`src/logic/xop_defines.svh`:
```
/*
 * Opcode fields, data addresses and timing counts for the extended-op decoder.
 * Assumes inclusion once per compilation unit.
 */
`ifndef XOP_DEFINES_SVH
`define XOP_DEFINES_SVH

`define XOP_OPC_ADDPTR 8'he8
`define XOP_OPC_MOVE 8'heb
`define XOP_OPC_CALLACC 16'h0014
`define XOP_SECOND_NIBBLE 4'hf
`define XOP_SEL_RETURN 2'b11
`define XOP_PC_STEP 21'h000002
`define XOP_INDIRECT_VALUE 8'h00
// Indirect register window: four bytes (base..base+3) from 0fefh, 0fe7h or 0fdfh, one per pointer
`define XOP_IND_BASE0 12'hfef
`define XOP_IND_BASE1 12'hfe7
`define XOP_IND_BASE2 12'hfdf
`define XOP_IND_SPAN 12'h004
`define XOP_LAST_PHASE 2'd3

`endif

```
`src/logic/xop_pkg.sv`:
```
/*
 * Types shared by the extended-op decoder.
 * Assumes the defines header is compiled alongside.
 */
package xop_pkg;
    typedef enum logic [3:0] {
        XOP_FETCH = 4'b0001,
        XOP_RETNOP = 4'b0010,
        XOP_CALLNOP = 4'b0100,
        XOP_MOVEWR = 4'b1000
    } xop_state_t;
endpackage : xop_pkg

```
`src/logic/xop_phase_counter.sv`:
```
/*
 * Four-phase counter of the instruction cycle.
 * Assumes mclk is the phase clock and resetn the core reset.
 */
`include "xop_defines.svh"
module xop_phase_counter (
    // Clock and reset
    input wire logic mclk,
    input wire logic resetn,
    // Phase
    output logic [1:0] phase,
    output logic lastPhase
);
    logic [1:0] phase_q;
    logic [1:0] phase_d;

    always_comb begin
        phase_d = phase_q + 2'd1;
    end

    always_ff @(posedge mclk or negedge resetn) begin
        if (!resetn) begin
            phase_q <= 2'd0;
        end else begin
            phase_q <= phase_d;
        end
    end

    assign phase = phase_q;
    assign lastPhase = (phase_q == `XOP_LAST_PHASE);
endmodule : xop_phase_counter

```
`src/logic/xop_decoder.sv`:
```
/*
 * Decoder and executor of four extended instructions: pointer literal add,
 * add-and-return on the third pointer, call through the accumulator and
 * indexed-to-absolute move.
 * Assumes instruction words arrive stable for a whole four-phase cycle, the
 * data memory answers a read within the same phase, and the core ignores
 * these outputs when extInstr is low.
 */
`include "xop_defines.svh"
// How it works
// RQ1: Opcode e8 with select 0..2 adds 6-bit literal to that pointer, flags kept.
// RQ2: Pointer add is one word, one cycle, written in the last phase.
// RQ3: Select 11 adds literal to third pointer then returns from stack top.
// RQ4: Add-and-return takes two cycles; second is a no-operation.
// RQ5: Accumulator call first pushes program counter plus two.
// RQ6: Call loads counter low from accumulator, high and upper from latches.
// RQ7: Accumulator call takes two cycles; second is a no-operation.
// RQ8: Call never saves or alters accumulator, status or bank select.
// RQ9: Move source is third pointer plus 7-bit offset of first word.
// RQ10: Move destination is 12-bit absolute from second word starting 1111.
// RQ11: Software never targets counter low or stack top bytes with the move.
// RQ12: Source on an indirect register yields 00h with no indirect access.
// RQ13: Move: two words, two cycles, read first, write second, no dummy read.
// RQ14: Nothing is decoded unless the extended-set enable bit is one.
module xop_decoder (
    // Clock and reset
    input wire logic mclk,
    input wire logic resetn,
    // Configuration
    input wire logic extendedSetEnable,
    // Program memory
    input wire logic [15:0] instrWord,
    input wire logic [20:0] programCounter,
    // Core registers
    input wire logic [7:0] accumulatorRegister,
    input wire logic [7:0] counterHighLatch,
    input wire logic [7:0] counterUpperLatch,
    input wire logic [11:0] filePointer0,
    input wire logic [11:0] filePointer1,
    input wire logic [11:0] thirdFilePointer,
    input wire logic [20:0] returnStackTop,
    // Data memory
    input wire logic [7:0] dataRdata,
    output logic [11:0] dataAddr,
    output logic dataRead,
    output logic dataWrite,
    output logic [7:0] dataWdata,
    // Pointer write
    output logic pointerWrite,
    output logic [1:0] pointerSel,
    output logic [11:0] pointerValue,
    // Program counter and return stack
    output logic pcLoad,
    output logic [20:0] pcValue,
    output logic stackPush,
    output logic [20:0] stackPushValue,
    // Status
    output logic extInstr,
    output logic [1:0] phase
);
    logic lastPhase;
    xop_phase_counter i_xop_phase_counter (
        .mclk(mclk),
        .resetn(resetn),
        .phase(phase),
        .lastPhase(lastPhase)
    );

    function automatic logic isIndirect(input logic [11:0] a);
        isIndirect = (a >= `XOP_IND_BASE0 && a < `XOP_IND_BASE0 + `XOP_IND_SPAN)
            || (a >= `XOP_IND_BASE1 && a < `XOP_IND_BASE1 + `XOP_IND_SPAN)
            || (a >= `XOP_IND_BASE2 && a < `XOP_IND_BASE2 + `XOP_IND_SPAN);
    endfunction : isIndirect

    xop_pkg::xop_state_t state_q, state_d;
    logic [7:0] moveData_q, moveData_d;

    // Decode only in fetch state and only with the enable set
    logic inFetch;
    logic isAdd, isRet, isCall, isMove;
    logic [11:0] srcAddr;
    logic [11:0] selPtr;
    assign inFetch = (state_q == xop_pkg::XOP_FETCH);
    assign isAdd = inFetch && extendedSetEnable && instrWord[15:8] == `XOP_OPC_ADDPTR
        && instrWord[7:6] != `XOP_SEL_RETURN; // [RQ14] [RQ1]
    assign isRet = inFetch && extendedSetEnable && instrWord[15:8] == `XOP_OPC_ADDPTR
        && instrWord[7:6] == `XOP_SEL_RETURN; // [RQ3]
    assign isCall = inFetch && extendedSetEnable && instrWord == `XOP_OPC_CALLACC; // [RQ14]
    assign isMove = inFetch && extendedSetEnable && instrWord[15:8] == `XOP_OPC_MOVE
        && !instrWord[7]; // [RQ9]
    assign srcAddr = thirdFilePointer + {5'd0, instrWord[6:0]}; // [RQ9]

    always_comb begin
        unique case (instrWord[7:6])
            2'd0: selPtr = filePointer0;
            2'd1: selPtr = filePointer1;
            default: selPtr = thirdFilePointer;
        endcase
    end

    always_comb begin
        state_d = state_q;
        moveData_d = moveData_q;
        if (lastPhase) begin
            unique case (state_q)
                xop_pkg::XOP_FETCH: begin
                    if (isRet) state_d = xop_pkg::XOP_RETNOP; // [RQ4]
                    else if (isCall) state_d = xop_pkg::XOP_CALLNOP; // [RQ7]
                    else if (isMove) begin
                        state_d = xop_pkg::XOP_MOVEWR; // [RQ13]
                        moveData_d = isIndirect(srcAddr) ? `XOP_INDIRECT_VALUE
                            : dataRdata; // [RQ12]
                    end
                end
                default: state_d = xop_pkg::XOP_FETCH;
            endcase
        end
    end

    always_ff @(posedge mclk or negedge resetn) begin
        if (!resetn) begin
            state_q <= xop_pkg::XOP_FETCH;
            moveData_q <= 8'h00;
        end else begin
            state_q <= state_d;
            moveData_q <= moveData_d;
        end
    end

    // Source read in last phase of first cycle; indirect source never read
    assign dataRead = isMove && lastPhase && !isIndirect(srcAddr); // [RQ12] [RQ13]
    // Destination from second word; software keeps it off counter/stack bytes
    assign dataWrite = (state_q == xop_pkg::XOP_MOVEWR) && lastPhase
        && instrWord[15:12] == `XOP_SECOND_NIBBLE; // [RQ10] [RQ11] [RQ13]
    assign dataAddr = (state_q == xop_pkg::XOP_MOVEWR) ? instrWord[11:0] : srcAddr; // [RQ10]
    assign dataWdata = moveData_q;

    // Pointer add, flags untouched (no status output exists)
    assign pointerWrite = (isAdd || isRet) && lastPhase; // [RQ2] [RQ1] [RQ3]
    assign pointerSel = isRet ? 2'd2 : instrWord[7:6]; // [RQ3]
    assign pointerValue = selPtr + {6'd0, instrWord[5:0]}; // [RQ1]

    // Return and call; accumulator, status and bank select never written
    assign stackPush = isCall && lastPhase; // [RQ5] [RQ8]
    assign stackPushValue = programCounter + `XOP_PC_STEP; // [RQ5]
    assign pcLoad = (isRet || isCall) && lastPhase; // [RQ3] [RQ6]
    assign pcValue = isCall ? {counterUpperLatch[4:0], counterHighLatch, accumulatorRegister}
        : returnStackTop; // [RQ6]
    assign extInstr = isAdd || isRet || isCall || isMove || !inFetch;

    property p_add_one_cycle;
        @(posedge mclk) disable iff (!resetn)
        (isAdd && lastPhase) |=> state_q == xop_pkg::XOP_FETCH;
    endproperty
    a_add_one_cycle: assert property (p_add_one_cycle) else $error("add took extra cycle"); // [RQ2]

    property p_ret_two;
        @(posedge mclk) disable iff (!resetn)
        (isRet && lastPhase) |=> (state_q == xop_pkg::XOP_RETNOP && !pointerWrite)[*4]
            ##1 state_q == xop_pkg::XOP_FETCH;
    endproperty
    a_ret_two: assert property (p_ret_two) else $error("return nop cycle wrong"); // [RQ4]

    property p_call_push;
        @(posedge mclk) disable iff (!resetn)
        stackPush |-> pcLoad && stackPushValue == programCounter + `XOP_PC_STEP;
    endproperty
    a_call_push: assert property (p_call_push) else $error("call push wrong"); // [RQ5]

    property p_call_nop;
        @(posedge mclk) disable iff (!resetn)
        stackPush |=> (!stackPush && !pcLoad)[*4];
    endproperty
    a_call_nop: assert property (p_call_nop) else $error("call second cycle active"); // [RQ7]

    property p_enable;
        @(posedge mclk) disable iff (!resetn)
        (!extendedSetEnable && inFetch) |-> !pointerWrite && !pcLoad && !dataRead;
    endproperty
    a_enable: assert property (p_enable) else $error("decode while disabled"); // [RQ14]

    property p_indirect;
        @(posedge mclk) disable iff (!resetn)
        (isMove && lastPhase && isIndirect(srcAddr)) |=> moveData_q == `XOP_INDIRECT_VALUE;
    endproperty
    a_indirect: assert property (p_indirect) else $error("indirect source not zero"); // [RQ12]

    property p_move_write;
        @(posedge mclk) disable iff (!resetn)
        (isMove && lastPhase) |=> (!dataRead)[*3]
            ##1 (!dataRead && dataWdata == $past(moveData_q));
    endproperty
    a_move_write: assert property (p_move_write) else $error("dummy read in move"); // [RQ13]

    property p_ret_ptr;
        @(posedge mclk) disable iff (!resetn)
        (isRet && lastPhase) |-> pointerSel == 2'd2 && pcValue == returnStackTop;
    endproperty
    a_ret_ptr: assert property (p_ret_ptr) else $error("return pointer wrong"); // [RQ3]
endmodule : xop_decoder

```
`config.mk`:
```
export PLATFORM = sky130hd
export DESIGN_NAME = xop_decoder
export DESIGN_NICKNAME = d
export VERILOG_FILES = /design/src/logic/xop_pkg.sv /design/src/logic/xop_phase_counter.sv /design/src/logic/xop_decoder.sv
export VERILOG_INCLUDE_DIRS = /design/src /design/src/logic
export SDC_FILE = /design/constraint.sdc
export NUM_CORES = 1
export LEC_CHECK = 0
export BUFFER_PORTS_ARGS = -buffer_cell sky130_fd_sc_hd__buf_2
export CAP_MARGIN = 10
export CORE_ASPECT_RATIO = 0.9
export CORE_MARGIN = 5
export CORE_UTILIZATION = 35
export CTS_BUF_LIST = sky130_fd_sc_hd__clkbuf_8 sky130_fd_sc_hd__clkbuf_16
export DETAILED_ROUTE_END_ITERATION = 8
export PLACE_DENSITY = 0.83
export REMOVE_ABC_BUFFERS = 1
export SLEW_MARGIN = 20
export SYNTH_ARGS = -nofsm -noshare
export SYNTH_HDL_FRONTEND = slang
export SYNTH_HIERARCHICAL = 1
export SYNTH_SLANG_ARGS = --single-unit
export TNS_END_PERCENT = 30
```
`constraint.sdc`:
```
create_clock -name mclk -period 4.2 [get_ports mclk]
set_clock_uncertainty 0.15 [all_clocks]
set_input_delay 0.84 -clock mclk [delete_from_list [all_inputs] [get_ports mclk]]
set_output_delay 0.84 -clock mclk [all_outputs]
set_load 0.01 [all_outputs]
```
==> results.py <==
metrics = {
    "die": {
        "ios": 213,
        "fp.dieH_um": 88.4,
        "start_util": 0.361,
        "fp.dieArea_um2": 8580,
        "coreArea_um2": 6620,
        "die_x_um": 97.1,
        "std_cell_rows": 28,
    },
    "placement": {
        "gp_congestion": 0.914,
        "placedCellCount": 602,
        "dp.final_hpwl_mm": 7.67,
        "port_buffers": 207,
        "place_ws_ps": 10.1,
        "place_area_um2": 3570,
    },
    "drt": {
        "firstDrtPassIters": 4,
        "via_per_inst": 5.03,
        "vias": 3061,
        "drc": 0,
        "wl_per_cell_um": 14.7,
        "drt_iter0_drc": 69,
        "ant_nets": 0,
        "routed_wl_mm": 8.91,
    },
    "synth": {
        "post-synth-top-area-fraction": 0.136,
        "async_reset_ff_frac": 1.00,
        "synth_top_area_cell": "dfrtp_1",
        "yosysWarnings": 6,
        "synth-seq-cells": 14,
        "yosysSeqAreaShare": 0.147,
        "syn_avg_cell_area_um2": 7.73,
        "synth_cell_types": 51,
        "synth_area_leaders": "dfrtp_1 (14%), mux2_2 (12%), xnor2_1 (9.2%)",
        "synthFlopType": "dfrtp_1",
        "synth_edf_count": 0,
        "syn_inst": 309,
        "syn-cell-area_um2": 2390,
    },
    "final_layout": {
        "layout-drive-gt1-share": 0.510,
        "n_antenna_cell": 0,
        "final_nets": 665,
        "fin_util": 0.558,
        "final_common_cell": "buf_2",
        "postLayoutCellArea_um2": 3690,
        "final_cell_mix": "buf_2 (204), nand2_1 (49), mux2_2 (25)",
        "finalNonFillerCells": 608,
        "multi_input_area_um2": 2000,
        "areaGrowthSynthToFinish_pct": 54.6,
        "regArea_um2": 352,
        "fillers": 613,
    },
    "clocking": {
        "clkSinkCount": 14,
        "clk_pin_slew_ps": 50,
        "cts_buffers": 3,
        "cts_tree": "done",
        "cts.path.max_buffers": 2,
        "clk_latency_ps": 240,
        "clock-root-buffer": "clkbuf_8",
        "htreeDepth": 1,
        "cts_hold_buffers": 0,
    },
    "power": {
        "finalPower_uw": 667,
        "p_leak_nw": 1.92,
        "p_per_area_nw_per_um2": 181,
        "irDropWorstVdd_mv": 0.109,
    },
    "sta": {
        "final_max_slew_viol_count": 0,
        "worst_pin_slew_ps": 548,
        "hold_violations": 0,
        "fin_setup_tns_ps": -42.7,
        "timing.final.ws_setup_ps": -42.7,
        "finalCritPeriodShare": 1.01,
        "slew_headroom": 0.630,
        "period_minus_slack_ps": 4240,
        "hold-worst-slack_ps": 299,
        "rsz0062_at_grt": "true",
        "max_freq_mhz": 236,
        "setup_viol_count_final": 1,
    },
    "worst_setup_path": {
        "start_kind": "primary input",
        "end_kind": "primary output",
        "cp_max_fo": 2,
        "worstPathRequired_ps": 3210,
        "arrival_ps": 3250,
        "cp_cell_sequence": "buf_6 > ha_4 > fa_2 > a211o_1 > a41oi_2 > buf_4 > xnor2_4 > a211oi_2 > o21ai_2 > a2111oi_4 > nor2b_1 > buf_2",
        "crit_slowest_cell": "a2111oi_4",
        "critical_path_class": "primary input to primary output",
        "slowest_delay_ps": 420,
    },
    "grt": {
        "track_usage": 0.189,
        "grt_pass1_wl_mm": 13.8,
        "antenna_found_initial": 0,
        "grt_max_degree": 26,
        "grt_pass1_vias": 3164,
        "grt.overflow.total": 0,
    },
    "run_status": {
        "run_status": "finished, violations left",
        "violations": "negative setup slack",
    },
    "job": {
        "maxCapViolCount": 0,
    },
    "worst_hold_path": {
        "min_path_type": "flip-flop to flip-flop",
    },
}
==> state kept, by name (all words and copies together), names as in the netlist <==
| signal | flops |
|---|---|
| i_xop_phase_counter/phase | 2 |
| state_q | 4 |
| dataWdata | 8 |
==> cell type report <==
class                   instances  share of cell area
multi-input cells             270               0.542
inverters                      11              0.0112
repair buffers                219               0.309
clock inverters                 1             0.00102
flip-flops and latches         14              0.0952
clock buffers                   3              0.0112
well taps                      90              0.0305
==> synthesized netlist by cell type, drive strengths merged, types with 2 or more instances <==
cell type   n
nand2      49
or2         4
clkbuf     10
and3        7
nand4       7
mux2i      13
inv        11
o21ai      27
nand3      14
nor4        7
o21bai      2
and2        2
dfrtp      13
fa          2
ha         15
nor2       17
nor3b       2
a21oi       9
xor2       12
nor3        3
a21o        6
a211oi      2
buf         4
nor2b       2
mux2       25
xnor2      25
==> layer usage <==
metal | track usage | routed length (µm)
met2 | 0.363 | 4570
met1 | 0.212 | 3560
met4 | 0.0561 | 129
met3 | 0.0426 | 653
met5 | 0 | 0
==> final timing paths <==
kind                                                        startpoint                                      to  slack, ps  depth (start not counted)
worst max-delay path                               thirdFilePointer[0]                                dataRead        -40                         12
worst max register to register                  state_q[1]$_DFFE_PN0P_                  state_q[1]$_DFFE_PN0P_       1860                          6
max in group asynchronous                                       resetn                  state_q[0]$_DFFE_PN1P_       3260                          1
worst min register to register  i_xop_phase_counter/phase[0]$_DFF_PN0_  i_xop_phase_counter/phase[0]$_DFF_PN0_        300                          1
min in group asynchronous                                       resetn                dataWdata[0]$_DFFE_PN0P_        340                          1
worst min-delay path            i_xop_phase_counter/phase[0]$_DFF_PN0_  i_xop_phase_counter/phase[0]$_DFF_PN0_        300                          1
==> critical path: cells and delay by family <==
| family | cells | cell delay, ps |
|---|---|---|
| AOI/OAI and AO/OA | 5 | 1330 |
| adders and majority gates | 2 | 510 |
| buffers and inverters | 3 | 430 |
| and+or+nand+nor | 1 | 80 |
| xor gates and xnor gates | 1 | 70 |
==> report_power, final <==
group	switching [mW]	leakage, nW	internal (mW)
clock	0.0445	0.0269	0.0644
combinational	0.215	1.70	0.193
sequential	0.00624	0.188	0.144
total	0.266	1.92	0.401
==> logic make-up (layout without fill, tap and decap cells) <==
group                      Yosys count  count (layout)  synth area share
adders and majority gates           17              17            0.0953
AOI/OAI and AO/OA                   58              58             0.163
muxes                               38              38             0.172
buffers and inverters               25             234            0.0419
xor gates and xnor gates            37              37             0.136
DFF                                 14              14             0.147
and+or+nand+nor                    120             120             0.245
==> repair_timing <==
item,in CTS,in global routing
endpoints found under the setup margin,2,4
endpoints found under the hold margin,0,0
resized for setup,1,12
buffers inserted,1,1
pin swaps,4,8
cloned,0,0
Note: power is estimated with default switching activity, not from simulation.
